### src/logic/alt_regs.svh
// Register offsets, fields, reset values and counts of the analog level trigger
// Assumes a register port with 8-bit addresses and 32-bit data
`ifndef ALT_REGS_SVH
`define ALT_REGS_SVH
`define ALT_CTRL_OFS 8'h00
`define ALT_LOW_OFS 8'h04
`define ALT_HIGH_OFS 8'h08
`define ALT_STAT_OFS 8'h0C
`define ALT_IRQ_OFS 8'h10
`define ALT_MASK_OFS 8'h14
`define ALT_SWTRIG_OFS 8'h18
`define ALT_CTRL_MODE_LSB 0
`define ALT_CTRL_SRC_BIT 4
`define ALT_CTRL_EXT_EN_BIT 5
`define ALT_CTRL_RST 32'h00000000
`define ALT_THR_RST 16'h0000
`define ALT_IRQ_RISE_BIT 0
`define ALT_IRQ_START_BIT 1
`define ALT_DIRECT_STEPS 256
`define ALT_POST_STEPS_12 256
`define ALT_POST_STEPS_16 4096
`endif

### src/logic/alt_pkg.sv
// Types of the analog level trigger
// Assumes alt_regs.svh is on the include path
package alt_pkg;
  typedef enum logic [2:0] {
    ALT_BELOW_LOW = 3'h0,
    ALT_ABOVE_HIGH = 3'h1,
    ALT_INSIDE = 3'h2,
    ALT_HYST_HIGH = 3'h3,
    ALT_HYST_LOW = 3'h4
  } alt_mode_t;
  typedef enum logic [2:0] {
    ALT_ST_IDLE = 3'b001,
    ALT_ST_ARMED = 3'b010,
    ALT_ST_FIRED = 3'b100
  } alt_state_t;
endpackage

### src/logic/alt_compare.sv
// Magnitude comparison of the level against both thresholds
// Assumes signed levels of one width, all synchronous to mclk
`timescale 1ns/100ps
`default_nettype none
module alt_compare #(
  parameter int W = 16
) (
  input wire logic mclk,
  input wire logic rst,
  input wire logic signed [W-1:0] level,
  input wire logic signed [W-1:0] low_thr,
  input wire logic signed [W-1:0] high_thr,
  output logic below_q,
  output logic above_q
);
  logic below_d;
  logic above_d;
  always_comb begin
    below_d = level < low_thr;
    above_d = level > high_thr;
  end
  always_ff @(posedge mclk) begin
    if (rst) begin
      below_q <= 1'b0;
      above_q <= 1'b0;
    end else begin
      below_q <= below_d;
      above_q <= above_d;
    end
  end
endmodule
`default_nettype wire

### src/logic/alt_trigger.sv
// Analog level trigger: source select, five modes, start sources, irq
// Assumes synchronous digitised levels and a one-cycle-latency register port
//
// Function
// - Five comparison modes; lower and upper thresholds written separately
// - Below-low: trigger while level under lower threshold
// - Above-high: trigger while level over upper threshold
// - Inside-region: trigger while level lies between both thresholds
// - High hysteresis: fire above upper threshold, rearm below lower
// - Low hysteresis: fire below lower threshold, rearm above upper
// - Source bit picks direct pin level or post-gain amplifier level
// - Direct source thresholds span plus-minus ten volts in fixed steps
// - Post-gain thresholds cover channel full scale in 256 or 4096 steps
// - Result is an internal digital trigger for all timing sections
// - Software trigger and external digital trigger also start acquisition
//
// The implementer's own choices: the placing of the registers and the plain strobed port.
`timescale 1ns/100ps
`default_nettype none
`include "alt_regs.svh"
module alt_trigger import alt_pkg::*; #(
  parameter int W = 16
) (
  input wire logic mclk,
  input wire logic rst,
  input wire logic [7:0] addr,
  input wire logic [31:0] wdata,
  input wire logic wr,
  input wire logic rd,
  output logic [31:0] rdata_q,
  input wire logic signed [W-1:0] direct_trigger_input_pin,
  input wire logic signed [W-1:0] programmable_gain_amplifier,
  input wire logic ext_trigger,
  output logic trig_q,
  output logic trig_rise_q,
  output logic start_q,
  output logic irq_q
);
  // ****************************************
  // Parameter check
  // ****************************************
  if (W != 12 && W != 16) begin : g_bad_w
    $error("alt_trigger: W must be 12 or 16");
  end

  // ****************************************
  // Registers
  // ****************************************
  logic [2:0] mode_q, mode_d;
  logic src_q, src_d;
  logic ext_en_q, ext_en_d;
  logic signed [W-1:0] low_q, low_d, high_q, high_d;
  logic [2:0] written_q, written_d;
  logic [1:0] irq_stat_q, irq_stat_d, mask_q, mask_d;
  logic [31:0] rdata_d;
  logic sw_start;
  logic ready;
  logic [1:0] ev;

  always_comb begin
    mode_d = mode_q;
    src_d = src_q;
    ext_en_d = ext_en_q;
    low_d = low_q;
    high_d = high_q;
    written_d = written_q;
    sw_start = 1'b0;
    irq_stat_d = irq_stat_q;
    if (wr) begin
      case (addr)
        `ALT_CTRL_OFS: begin
          mode_d = wdata[`ALT_CTRL_MODE_LSB +: 3];
          src_d = wdata[`ALT_CTRL_SRC_BIT];
          ext_en_d = wdata[`ALT_CTRL_EXT_EN_BIT];
          written_d[0] = 1'b1;
        end
        `ALT_LOW_OFS: begin
          low_d = wdata[W-1:0];
          written_d[1] = 1'b1;
        end
        `ALT_HIGH_OFS: begin
          high_d = wdata[W-1:0];
          written_d[2] = 1'b1;
        end
        `ALT_IRQ_OFS: irq_stat_d = irq_stat_q & ~wdata[1:0];
        `ALT_MASK_OFS: begin
        end
        `ALT_SWTRIG_OFS: sw_start = wdata[0];
        default: begin
        end
      endcase
    end
    irq_stat_d = irq_stat_d | ev;
    mask_d = (wr && addr == `ALT_MASK_OFS) ? wdata[1:0] : mask_q;
  end

  assign ready = written_q[0] & written_q[1] & written_q[2];

  // ****************************************
  // Comparison
  // ****************************************
  logic signed [W-1:0] level;
  logic below, above;
  assign level = src_q ? programmable_gain_amplifier : direct_trigger_input_pin;

  // Thresholds use the full level code; coarser steps are software scaling
  alt_compare #(.W(W)) u_cmp (
    .mclk(mclk),
    .rst(rst),
    .level(level),
    .low_thr(low_q),
    .high_thr(high_q),
    .below_q(below),
    .above_q(above)
  );

  // ****************************************
  // Trigger state
  // ****************************************
  alt_state_t st_q, st_d;
  logic trig_d, trig_rise_d, start_d, irq_d;
  logic ext_q, ext_d;

  always_comb begin
    st_d = st_q;
    trig_d = 1'b0;
    case (st_q)
      ALT_ST_IDLE: if (ready) st_d = ALT_ST_ARMED;
      ALT_ST_ARMED: begin
        case (mode_q)
          ALT_BELOW_LOW: trig_d = below;
          ALT_ABOVE_HIGH: trig_d = above;
          ALT_INSIDE: trig_d = !below && !above;
          ALT_HYST_HIGH: if (above) st_d = ALT_ST_FIRED;
          ALT_HYST_LOW: if (below) st_d = ALT_ST_FIRED;
          default: trig_d = 1'b0;
        endcase
        trig_d = trig_d || st_d == ALT_ST_FIRED;
      end
      ALT_ST_FIRED: begin
        trig_d = 1'b1;
        if (mode_q == ALT_HYST_HIGH && below) st_d = ALT_ST_ARMED;
        else if (mode_q == ALT_HYST_LOW && above) st_d = ALT_ST_ARMED;
        else if (mode_q != ALT_HYST_HIGH && mode_q != ALT_HYST_LOW) st_d = ALT_ST_ARMED;
      end
      default: st_d = ALT_ST_IDLE;
    endcase
    if (!ready) begin
      st_d = ALT_ST_IDLE;
      trig_d = 1'b0;
    end
    trig_rise_d = trig_d && !trig_q;
    ext_d = ext_trigger;
    start_d = trig_rise_d || sw_start || (ext_en_q && ext_trigger && !ext_q);
    ev = {start_q, trig_rise_q};
    irq_d = |(irq_stat_q & mask_q);
  end

  always_comb begin
    rdata_d = 32'h00000000;
    if (rd) begin
      case (addr)
        `ALT_CTRL_OFS: rdata_d = {26'h0, ext_en_q, src_q, 1'b0, mode_q};
        `ALT_LOW_OFS: rdata_d = {{(32-W){low_q[W-1]}}, low_q};
        `ALT_HIGH_OFS: rdata_d = {{(32-W){high_q[W-1]}}, high_q};
        `ALT_STAT_OFS: rdata_d = {28'h0, ready, below, above, trig_q};
        `ALT_IRQ_OFS: rdata_d = {30'h0, irq_stat_q};
        `ALT_MASK_OFS: rdata_d = {30'h0, mask_q};
        default: rdata_d = 32'h00000000;
      endcase
    end
  end

  always_ff @(posedge mclk) begin
    if (rst) begin
      mode_q <= 3'h0;
      src_q <= 1'b0;
      ext_en_q <= 1'b0;
      low_q <= '0;
      high_q <= '0;
      written_q <= 3'h0;
      irq_stat_q <= 2'h0;
      mask_q <= 2'h0;
      rdata_q <= 32'h00000000;
      st_q <= ALT_ST_IDLE;
      trig_q <= 1'b0;
      trig_rise_q <= 1'b0;
      start_q <= 1'b0;
      irq_q <= 1'b0;
      ext_q <= 1'b0;
    end else begin
      mode_q <= mode_d;
      src_q <= src_d;
      ext_en_q <= ext_en_d;
      low_q <= low_d;
      high_q <= high_d;
      written_q <= written_d;
      irq_stat_q <= irq_stat_d;
      mask_q <= mask_d;
      rdata_q <= rdata_d;
      st_q <= st_d;
      trig_q <= trig_d;
      trig_rise_q <= trig_rise_d;
      start_q <= start_d;
      irq_q <= irq_d;
      ext_q <= ext_d;
    end
  end

  // ****************************************
  // Assertions
  // ****************************************
  property p_below;
    @(posedge mclk) disable iff (rst)
      (st_q == ALT_ST_ARMED && ready && mode_q == ALT_BELOW_LOW) |=> trig_q == $past(below);
  endproperty
  a_below: assert property (p_below) else $error("below-low trigger wrong");
  property p_above;
    @(posedge mclk) disable iff (rst)
      (st_q == ALT_ST_ARMED && ready && mode_q == ALT_ABOVE_HIGH) |=> trig_q == $past(above);
  endproperty
  a_above: assert property (p_above) else $error("above-high trigger wrong");
  property p_inside;
    @(posedge mclk) disable iff (rst)
      (st_q == ALT_ST_ARMED && ready && mode_q == ALT_INSIDE && !below && !above) |=> trig_q;
  endproperty
  a_inside: assert property (p_inside) else $error("inside trigger missing");
  property p_hyst_hi;
    @(posedge mclk) disable iff (rst)
      (st_q == ALT_ST_ARMED && ready && mode_q == ALT_HYST_HIGH && above
       && $stable(mode_q) && $stable(written_q)) |=> trig_q && st_q == ALT_ST_FIRED;
  endproperty
  a_hyst_hi: assert property (p_hyst_hi) else $error("high hysteresis not fired");
  property p_hyst_lo;
    @(posedge mclk) disable iff (rst)
      (st_q == ALT_ST_ARMED && ready && mode_q == ALT_HYST_LOW && below) |=> trig_q;
  endproperty
  a_hyst_lo: assert property (p_hyst_lo) else $error("low hysteresis not fired");
  property p_rearm;
    @(posedge mclk) disable iff (rst)
      (st_q == ALT_ST_FIRED && ready && mode_q == ALT_HYST_HIGH && !below && !wr)
      |=> st_q == ALT_ST_FIRED && trig_q;
  endproperty
  a_rearm: assert property (p_rearm) else $error("hysteresis rearmed early");
  property p_ready;
    @(posedge mclk) disable iff (rst) !ready |=> !trig_q;
  endproperty
  a_ready: assert property (p_ready) else $error("trigger before configuration");
  property p_rise;
    @(posedge mclk) disable iff (rst) $rose(trig_q) |-> trig_rise_q && start_q;
  endproperty
  a_rise: assert property (p_rise) else $error("rise or start pulse missing");
  property p_sw;
    @(posedge mclk) disable iff (rst) (wr && addr == `ALT_SWTRIG_OFS && wdata[0]) |=> start_q;
  endproperty
  a_sw: assert property (p_sw) else $error("software start missing");
  property p_irq;
    @(posedge mclk) disable iff (rst) |(irq_stat_q & mask_q) |=> irq_q;
  endproperty
  a_irq: assert property (p_irq) else $error("interrupt not raised");
  c_hyst: cover property (@(posedge mclk) disable iff (rst) st_q == ALT_ST_FIRED ##1 st_q == ALT_ST_ARMED);
  c_rise: cover property (@(posedge mclk) disable iff (rst) trig_rise_q);
  c_irq: cover property (@(posedge mclk) disable iff (rst) irq_q);
endmodule
`default_nettype wire

### config.mk
export PLATFORM = sky130hd
export DESIGN_NAME = alt_trigger
export DESIGN_NICKNAME = d
export VERILOG_FILES = /design/src/logic/alt_pkg.sv /design/src/logic/alt_compare.sv /design/src/logic/alt_trigger.sv
export VERILOG_INCLUDE_DIRS = /design/src /design/src/logic
export SDC_FILE = /design/constraint.sdc
export NUM_CORES = 1
export LEC_CHECK = 0
export ABC_AREA = 1
export BUFFER_PORTS_ARGS = -buffer_cell sky130_fd_sc_hd__buf_2
export CAP_MARGIN = 20
export CORE_ASPECT_RATIO = 1.2
export CORE_MARGIN = 1
export CORE_UTILIZATION = 29
export DETAILED_ROUTE_END_ITERATION = 8
export GPL_TIMING_DRIVEN = 0
export PLACE_DENSITY = 0.57
export SLEW_MARGIN = 20
export SYNTH_ARGS = -nofsm -noshare
export SYNTH_HDL_FRONTEND = slang
export SYNTH_SLANG_ARGS = --single-unit
export TNS_END_PERCENT = 5
### constraint.sdc
create_clock -name mclk -period 4.7 [get_ports mclk]
set_clock_uncertainty 0.05 [all_clocks]
set_input_delay 0.47 -clock mclk [delete_from_list [all_inputs] [get_ports mclk]]
set_output_delay 0.47 -clock mclk [all_outputs]
set_load 0.01 [all_outputs]
==> run_results.csv, run 1 <==
group,metric,value,unit
cells_and_area,drive_gt1_frac,0.2446,
floorplan,dieArea,13850,µm²
logic_synthesis,synth-async-reset-ratio,0,
global_route,track_usage,0.1620,
timing,finalHoldViolations,0,
cells_and_area,final_util,0.3789,
floorplan,core,12840,µm²
power,p_int,1.056,mW
placed_design,place_hpwl,8368,µm
timing,slew_headroom,0.5961,
placed_design,place_congestion,0.8493,
timing,rsz0062_at_grt,"no",
clocking,root_buffer,"clkbuf_16",
route,via_per_inst,4.646,
cells_and_area,final_cell_mix,"nand2_1, buf_2, inv_1, dfxtp_1, a21oi_1",
timing,fin_tns_setup,0,ps
clocking,cts_buffers,9,
logic_synthesis,synth_ff_type,"dfxtp_1",
logic_synthesis,yosys_warnings,0,
timing,finalSetupViolCount,0,
clocking,cts_max_level,3,
floorplan,start_util,0.3023,
clocking,clk_pin_slew,60,ps
cells_and_area,areaGrowthSynthToFinish,25.34,%
route,drtPass1Iterations,4,
critical_path,worstPathCellList,"buf_4 > clkinv_1 > clkbuf_1 > nand2_1 > nand2_1 > ha_1 > a21oi_1 > nor2_1 > or2_2 > a21oi_1 > nand2_1 > nor3_1 > nor2_1",
critical_path,critPathArrivalTime,2770,ps
critical_path,critPathMaxStageDelay,490,ps
cells_and_area,fin_cells,810,
cells_and_area,antenna_cells,0,
clocking,cts_tree,"yes",
global_route,grt_pass1_wl,17220,µm
power,p_comb_frac,0.081,
power,switching_share,0.2438,
clocking,cts_setup_buffers,0,
logic_synthesis,syn-num-nets,642,
run_status,outcome,"completed",
logic_synthesis,synth_cell_types,36,
route,routed_wl,10700,µm
power,p_sw,0.3404,mW
cells_and_area,nets,749,
worst_hold_path,min_path_type,"input pin to register",
flow_run,maxCapViolCount,0,
critical_path,crit_required,4860,ps
logic_synthesis,synth_area_leader_cell,"dfxtp_1",
logic_synthesis,synth-seq-cells,70,
timing,min_period,2604,ps
route,routedWlPerCell,13.21,µm
floorplan,ios,113,
clocking,cts.sinks,70,
global_route,grt-ovfl-total,0,
timing,drv_slew,0,
logic_synthesis,synthTopCellsByArea,"dfxtp_1, nand2_1, ha_1, a21oi_1, inv_1",
clocking,ctsResizeCount,0,
cells_and_area,final_common_cell,"nand2_1",
global_route,antenna_found_initial,0,
placed_design,port_buffers,96,
critical_path,endpoint_kind,"register",
timing,worst_pin_slew,605.8,ps
route,drc,0,
route,ant_nets,0,
cells_and_area,design_area,4865,µm²
timing,finalCritPeriodShare,0.5540,
critical_path,cp_common_cell,"nand2_1",
power,power_density,287.0,nW/µm²
power,clkPwrFrac,0.491,
clocking,clk_latency,330,ps
logic_synthesis,synth_area_per_cell,7.268,µm²
logic_synthesis,yosysTopAreaCellShare,0.3611,
floorplan,fp.dieH,128.7,µm
route,drt_iter0_drc,158,
clocking,ctsHoldBuffers,0,
floorplan,rows,45,
power,vdd.ir_drop.worst,176.6,µV
logic_synthesis,synthCells,534,
critical_path,start_kind,"register",
logic_synthesis,synth_area,3881,µm²
global_route,grt_pass1_vias,3562,
placed_design,dpl_cell_area,4567,µm²
critical_path,cp_max_fo,10,
route,vias,3763,
placed_design,dp.cells,794,
critical_path,path_class,"register to register",
clocking,clk_path_buf_depth,2,
critical_path,r2r_slack,2100,ps
critical_path,slowest_stage,"clkbuf_1",
cells_and_area,fillers,1367,
logic_synthesis,synth-edff-count,0,
global_route,grt_max_degree,18,
power,leakagePower,2.272,nW
floorplan,die_w,107.6,µm
power,seqPwrFrac,0.428,
logic_synthesis,yosysSeqAreaShare,0.3611,
timing,max_freq,384.1,MHz
-- sequential cells by signal (all words and copies together) (netlist names) --
name,cells
high_q,16
rdata_q,16
irq_stat_q,2
trig_q,1
trig_rise_q,1
irq_q,1
written_q,3
start_q,1
mode_q,3
ext_en_q,1
src_q,1
low_q,16
st_q,3
mask_q,2
ext_q,1
u_cmp.below_q,1
u_cmp.above_q,1
-- worst max-delay path, delay by kind of cell, from the launching register on --
family	cells	cell delay [ps]
flip-flops	1	300
AO/OA/AOI/OAI	2	260
adder cells (fa/ha/maj)	1	250
AND/OR/NAND/NOR	7	830
buffers and inverters	3	780
-- per-layer routing --
metal / track usage / vias up / part of all wire
met1: 0.1947 / 1681 / 0.43
met2: 0.2915 / 127 / 0.50
met4: 0.04190 / 0 / 0.010
met3: 0.03293 / 8 / 0.063
li1: - / 1947 / -
met5: 0 / - / 0
-- through the flow --
stage,setup WS (ps),power [mW],hold WS [ps]
floorplan,2553,0.6735,386.4
global placement,2048,0.7217,398.3
detailed placement,2051,0.7245,397.8
CTS,2034,1.401,303.8
global route,1839,1.451,333.4
finish,2096,1.396,307.0
-- path summary, 6_finish.rpt --
check / start / endpoint / cells after the start
hold reg to reg: written_q[0] / written_q[0] / 2
setup reg to reg: src_q / u_cmp.above_q / 13
hold / removal: ext_trigger / ext_q / 3
setup / recovery: src_q / u_cmp.above_q / 13
-- logic make-up after synthesis --
group / after synthesis / synth area share
AO/OA/AOI/OAI: 132 / 0.1854
adder cells (fa/ha/maj): 31 / 0.09994
buffers and inverters: 110 / 0.1373
flip-flops: 70 / 0.3611
AND/OR/NAND/NOR: 191 / 0.2163
-- synthesized netlist by cell type, types with 3 or more instances --
master / count
nand4_1: 4
buf_6: 5
nor3_1: 6
a21oi_1: 67
clkbuf_1: 7
dfxtp_1: 70
o21ai_0: 18
nand2_1: 123
a31oi_1: 4
o21ai_1: 26
inv_2: 5
a211oi_1: 4
nand2_4: 3
nor2_4: 3
nand3_1: 13
buf_4: 19
nor2_1: 31
inv_1: 70
o221ai_1: 3
ha_1: 31
-- power by group through the flow --
| stage | logic, mW | registers (mW) | clock network (mW) |
|---|---|---|---|
| detailed placement | 0.114 | 0.611 | 0 |
| CTS | 0.114 | 0.598 | 0.689 |
| finish | 0.113 | 0.598 | 0.685 |
| floorplan | 0.0630 | 0.610 | 0 |
| global route | 0.132 | 0.598 | 0.721 |
| global placement | 0.111 | 0.611 | 0 |
-- area by class of cell --
type	count	area [µm²]	share of cell area
Tap cell	164	205.2	0.04218
Clock inverter	7	72.57	0.01492
Timing Repair Buffer	96	480.5	0.09877
Buffer	34	247.7	0.05093
Inverter	76	285.3	0.05864
Sequential cell	70	1401	0.2881
Multi-Input combinational cell	354	1947	0.4002
Clock buffer	9	225.2	0.04630
No activity file was read; power rests on OpenSTA's default activity.
==> run 2, diff against run 1 <==
--- a/config.mk
+++ b/config.mk
@@ -6,7 +6,7 @@
 export SDC_FILE = /design/constraint.sdc
 export NUM_CORES = 1
 export LEC_CHECK = 0
-export ABC_AREA = 1
+export ABC_AREA = 0
 export BUFFER_PORTS_ARGS = -buffer_cell sky130_fd_sc_hd__buf_2
 export CAP_MARGIN = 20
 export CORE_ASPECT_RATIO = 1.2
@@ -14,7 +14,7 @@
 export CORE_UTILIZATION = 29
 export DETAILED_ROUTE_END_ITERATION = 8
 export GPL_TIMING_DRIVEN = 0
-export PLACE_DENSITY = 0.57
+export PLACE_DENSITY = 0.59
 export SLEW_MARGIN = 20
 export SYNTH_ARGS = -nofsm -noshare
 export SYNTH_HDL_FRONTEND = slang
==> constraint.sdc (replaced) <==
create_clock -name mclk -period 2.1 [get_ports mclk]
set_clock_uncertainty 0.05 [all_clocks]
set_input_delay 0.21 -clock mclk [delete_from_list [all_inputs] [get_ports mclk]]
set_output_delay 0.21 -clock mclk [all_outputs]
set_load 0.01 [all_outputs]
==> run 2 against run 1 <==
Compared with the run above: the run now ends with negative setup slack left; critical endpoint unchanged; critical path depth shrank 3; largest power group unchanged; register-to-register slack worse by 2400 ps; maximum frequency increased by 6.5%; first-iteration DRC count grew 37%.
==> run_results.csv, run 2 <==
group,metric,value,unit
run_status,violations,"negative setup slack",
clocking,cts_max_level,3,
route,drc,0,
power,seqPwrFrac,0.437,
cells_and_area,final_common_cell,"buf_2",
run_status,outcome,"finished with violations",
timing,max_freq,409.0,MHz
clocking,clk_pin_slew,60,ps
worst_hold_path,hold_depth,2,
clocking,cts.sinks,70,
timing,finalCritPeriodShare,1.164,
critical_path,start_kind,"register",
floorplan,dieArea,13930,µm²
critical_path,reg2regPathDepth,10,
cells_and_area,fillers,1344,
cells_and_area,final_util,0.3916,
power,clkPwrFrac,0.474,
cells_and_area,largestRegisters,"high_q (16), low_q (16), rdata_q (16)",
global_route,grt-ovfl-total,0,
cells_and_area,nets,698,
flow_run,maxCapViolCount,0,
logic_synthesis,synth-edff-count,0,
critical_path,endpoint_kind,"register",
global_route,antenna_found_initial,0,
critical_path,critPathArrivalTime,2620,ps
cells_and_area,drive_gt1_frac,0.3243,
critical_path,worstPathCellList,"buf_8 > buf_12 > mux2_4 > ha_4 > and3_4 > nand4_1 > buf_4 > a211oi_2 > nor4_1 > mux2_2",
placed_design,pre_cts_slack,-364.7,ps
floorplan,fp.dieH,129.1,µm
power,p_int,2.392,mW
logic_synthesis,synth-async-reset-ratio,0,
route,routed_wl,11870,µm
power,p_total,3.075,mW
placed_design,port_buffers,96,
placed_design,place_congestion,0.8726,
route,drt_iter0_drc,216,
timing,finalHoldViolations,0,
timing,fin_hold_ws,79.43,ps
power,switching_share,0.2221,
logic_synthesis,synth_area_leader_cell,"dfxtp_1",
logic_synthesis,yosysMostFrequentCell,"nand2_1",
logic_synthesis,synth_cell_types,54,
route,via_per_inst,4.986,
global_route,use_met2,0.3133,
logic_synthesis,synth_area,3904,µm²
logic_synthesis,yosysSeqAreaShare,0.3590,
critical_path,crit_required,2270,ps
timing,worst_pin_slew,623.2,ps
logic_synthesis,synth_ff_type,"dfxtp_1",
timing,slew_headroom,0.5814,
floorplan,core,13180,µm²
floorplan,rows,46,
logic_synthesis,synthTopCellsByArea,"dfxtp_1, ha_1, nand2_1, a21oi_1, mux2_2",
global_route,use_met3,0.04628,
critical_path,cp_max_fo,5,
logic_synthesis,synthCells,472,
power,power_density,595.9,nW/µm²
route,vias,3789,
timing,min_period,2445,ps
logic_synthesis,yosys_warnings,0,
power,leakagePower,2.111,nW
global_route,grt-busiest-layer,"met2",
logic_synthesis,syn-num-nets,580,
global_route,grt_pass1_wl,18860,µm
floorplan,start_util,0.2962,
timing,rsz0062_at_grt,"yes",
cells_and_area,final_cell_mix,"buf_2, nand2_1, dfxtp_1",
route,routedWlPerCell,15.61,µm
floorplan,ios,113,
global_route,grt_max_degree,18,
timing,worst_slack,-345.2,ps
clocking,clk_path_buf_depth,2,
power,vdd.ir_drop.worst,564.6,µV
global_route,grt_pass1_vias,3655,
clocking,clk_latency,330,ps
logic_synthesis,synth_commonest_cells,"nand2_1, dfxtp_1, a21oi_1, nor2_1, inv_1",
placed_design,place_hpwl,9188,µm
clocking,root_buffer,"clkbuf_16",
clocking,ctsHoldBuffers,0,
logic_synthesis,yosysTopAreaCellShare,0.3590,
logic_synthesis,synth_area_per_cell,8.271,µm²
timing,finalSetupViolCount,2,
global_route,met1_usage,0.2129,
placed_design,dp.cells,736,
critical_path,slowest_stage,"dfxtp_2",
floorplan,die_w,107.9,µm
critical_path,path_class,"register to register",
timing,drv_slew,0,
cells_and_area,antenna_cells,0,
global_route,track_usage,0.1793,
cells_and_area,fin_cells,760,
route,drtPass1Iterations,4,
critical_path,critPathMaxStageDelay,320,ps
power,p_sw,0.6829,mW
worst_hold_path,min_path_type,"input pin to register",
route,ant_nets,0,
power,p_comb_frac,0.089,
clocking,cts_tree,"yes",
clocking,cts_buffers,9,
logic_synthesis,synth-seq-cells,70,
cells_and_area,areaGrowthSynthToFinish,32.21,%
run 2: kinds of logic (layout without fill, tap and decap cells):
kind of cell	after synthesis	count (layout)	synth area share
buffers and inverters	75	195	0.09936
adders and majority gates	31	31	0.09936
muxes	30	30	0.08334
AOI/OAI and AO/OA	104	104	0.1676
DFF	70	70	0.3590
and+or+nand+nor	162	162	0.1913
run 2: timing repair:
item                                    in CTS  in global routing
endpoints found under the setup margin       2                  2
cloned                                       1                  0
gates resized for setup                     10                  1
endpoints found under the hold margin        0                  0
setup buffers                                9                  1
pin swaps                                    8                  5
run 2: worst paths after layout:
kind | from | to | slack [ps]
max | src_q | u_cmp.above_q | -350
min reg2reg | written_q[0] | written_q[0] | 390
max reg2reg | src_q | u_cmp.above_q | -350
min | ext_trigger | ext_q | 80
run 2: power by group through the flow:
stage	sequential [mW]	clock (mW)	combinational, mW
finish	1.34	1.46	0.273
global route	1.34	1.56	0.306
CTS	1.34	1.49	0.271
detailed placement	1.37	0	0.256
global placement	1.37	0	0.249
floorplan	1.37	0	0.139
run 2: layer usage:
metal / routed length (µm) / vias to the layer above / share of wire
li1: - / 1854 / -
met1: 4851 / 1794 / 0.41
met2: 6036 / 121 / 0.51
met3: 703 / 20 / 0.059
met4: 273 / 0 / 0.023
met5: 0 / - / 0
run 2: area by class of cell:
type / instances / area, µm² / area share
multi-input cells: 327 / 2273 / 0.4405
well taps: 168 / 210.2 / 0.04073
clock buffers: 11 / 242.7 / 0.04703
flip-flops and latches: 70 / 1403 / 0.2718
clock inverters: 2 / 35.03 / 0.006788
plain buffers: 37 / 271.5 / 0.05261
repair buffers: 107 / 583.1 / 0.1130
inverters: 38 / 142.6 / 0.02764
run 2: stage by stage:
stage	TNS (ps)	cell area, µm²
3_3_place_gp	-462.2	4731
6_report	-411.7	5161
4_1_cts	-366.6	5149
3_5_place_dp	-438.1	4731
5_1_grt	-604.1	5161
2_1_floorplan	-106.6	4040
run 2: worst max-delay path: cells and delay by family, from the launching register on:
kind / cells / cell delay (ps)
AO/OA/AOI/OAI: 1 / 170
adder cells (fa/ha/maj): 1 / 270
buffers and inverters: 3 / 470
flip-flops: 1 / 320
multiplexers: 2 / 600
AND/OR/NAND/NOR: 3 / 430
==> run 3, diff against run 2 <==
--- a/config.mk
+++ b/config.mk
@@ -6,7 +6,7 @@
 export SDC_FILE = /design/constraint.sdc
 export NUM_CORES = 1
 export LEC_CHECK = 0
-export ABC_AREA = 0
+export ABC_AREA = 1
 export BUFFER_PORTS_ARGS = -buffer_cell sky130_fd_sc_hd__buf_2
 export CAP_MARGIN = 20
 export CORE_ASPECT_RATIO = 1.2
@@ -14,6 +14,7 @@
 export CORE_UTILIZATION = 29
 export DETAILED_ROUTE_END_ITERATION = 8
 export GPL_TIMING_DRIVEN = 0
+export HOLD_SLACK_MARGIN = 0.02
 export PLACE_DENSITY = 0.59
 export SLEW_MARGIN = 20
 export SYNTH_ARGS = -nofsm -noshare
==> run 3 against run 2 <==
Compared with the run above: the flow now finishes without violations; maximum frequency grew 21%; first-iteration DRC count fell by 30%; hold slack worse by 28 ps; global-route usage is 1.4 points lower; cell count is 7.5% higher; setup slack better by 430 ps; largest power group unchanged.
==> run_results.csv, run 3 (synthesis gave the netlist of run 1 again) <==
group,metric,value,unit
run_status,outcome,"completed",
timing,worst_pin_slew,587.3,ps
timing,finalHoldViolations,0,
floorplan,rows,45,
power,vdd.ir_drop.worst,291.3,µV
route,drtPass1Iterations,4,
clocking,clk_pin_slew,60,ps
cells_and_area,final_common_cell,"nand2_1",
critical_path,cp_max_fo,7,
clocking,root_buffer,"clkbuf_16",
timing,drv_slew,0,
placed_design,pre_cts_slack,-372.9,ps
clocking,ctsHoldBuffers,0,
cells_and_area,final_util,0.4038,
worst_hold_path,min_path_type,"input pin to register",
cells_and_area,areaGrowthSynthToFinish,33.56,%
timing,max_freq,495.6,MHz
global_route,grt_pass1_vias,3706,
cells_and_area,antenna_cells,0,
critical_path,critPathArrivalTime,2180,ps
placed_design,dp.cells,794,
placed_design,dpl_cell_area,4572,µm²
floorplan,start_util,0.3023,
placed_design,place_hpwl,8419,µm
route,routed_wl,11240,µm
cells_and_area,final_cell_mix,"nand2_1, buf_2, dfxtp_1",
global_route,grt_max_degree,18,
global_route,track_usage,0.1658,
timing,slew_headroom,0.6085,
timing,worst_slack,82.29,ps
timing,min_period,2018,ps
clocking,clk_path_buf_depth,2,
timing,finalCritPeriodShare,0.9608,
critical_path,start_kind,"register",
floorplan,ios,113,
floorplan,core,12840,µm²
power,power_density,625.0,nW/µm²
critical_path,path_class,"register to register",
route,drt_iter0_drc,151,
clocking,cts.sinks,70,
floorplan,fp.dieH,128.7,µm
route,via_per_inst,4.679,
global_route,grt_pass1_wl,17770,µm
route,drc,0,
flow_run,maxCapViolCount,0,
floorplan,dieArea,13850,µm²
critical_path,endpoint_kind,"register",
cells_and_area,largestRegisters,"high_q (16), low_q (16), rdata_q (16)",
floorplan,die_w,107.6,µm
route,vias,3823,
clocking,cts_max_level,3,
cells_and_area,fin_cells,817,
cells_and_area,drive_gt1_frac,0.3047,
critical_path,crit_required,2270,ps
clocking,cts_tree,"yes",
placed_design,port_buffers,96,
timing,rsz0062_at_grt,"yes",
power,leakagePower,2.366,nW
cells_and_area,design_area,5184,µm²
cells_and_area,nets,756,
clocking,clk_latency,330,ps
timing,finalSetupViolCount,0,
placed_design,place_congestion,0.8512,
route,routedWlPerCell,13.75,µm
cells_and_area,fillers,1335,
clocking,cts_buffers,9,
global_route,grt-ovfl-total,0,
global_route,antenna_found_initial,0,
route,ant_nets,0,
run 3: worst paths after layout:
kind / startpoint / endpoint / slack (ps) / cells after the start
max: src_q / u_cmp.above_q / 80 / 16
min: ext_trigger / ext_q / 50 / 3
max reg2reg: src_q / u_cmp.above_q / 80 / 16
min reg2reg: written_q[0] / written_q[0] / 410 / 2
run 3: routing by layer:
layer  share of wire  wire length [µm]  GRT usage
met4           0.015               170    0.05479
met3           0.054               612    0.03394
met1            0.43              4834     0.1967
met5               0                 0          0
met2            0.50              5620     0.2956
run 3: metrics by stage:
step / power [mW] / setup TNS [ps] / hold WS (ps)
2_1_floorplan: 1.507 / 0 / 238.5
3_3_place_gp: 1.615 / -533.7 / 385.8
3_5_place_dp: 1.622 / -576.3 / 391.1
4_1_cts: 3.235 / 0 / 46.22
5_1_grt: 3.378 / -28.17 / 45.24
6_report: 3.240 / 0 / 50.94
run 3: area by class of cell:
type | instances | area (µm²) | area share
multi-input cells | 354 | 2141 | 0.4130
flip-flops and latches | 70 | 1403 | 0.2706
repair buffers | 103 | 540.5 | 0.1043
inverters | 76 | 297.8 | 0.05745
plain buffers | 34 | 282.8 | 0.05455
clock buffers | 9 | 225.2 | 0.04345
well taps | 164 | 205.2 | 0.03958
clock inverters | 7 | 88.84 | 0.01714
run 3: critical path, cell delays in order, from the launching register on:
cell       delay [ps]
dfxtp_2           320
buf_6             130
clkinv_8           70
clkbuf_16         160
nand2_4            70
nand2_4            60
ha_4              280
nand2_4            50
buf_6             110
nor2_4            110
nand4_1           120
inv_2              80
nand2_2            50
nand2_2            80
nand2_1            50
nand2_1            50
nor2_1             40
run 3: timing repair:
item	CTS	global route
pin swaps	4	19
setup buffers	3	3
gates cloned	0	1
resized for setup	14	36
setup endpoints to repair	2	2
run 3: power by group:
part           internal [mW]  switching, mW  leakage, nW
clock network           1.03          0.569        0.159
logic                  0.129          0.171         1.64
registers               1.33        0.00421        0.565
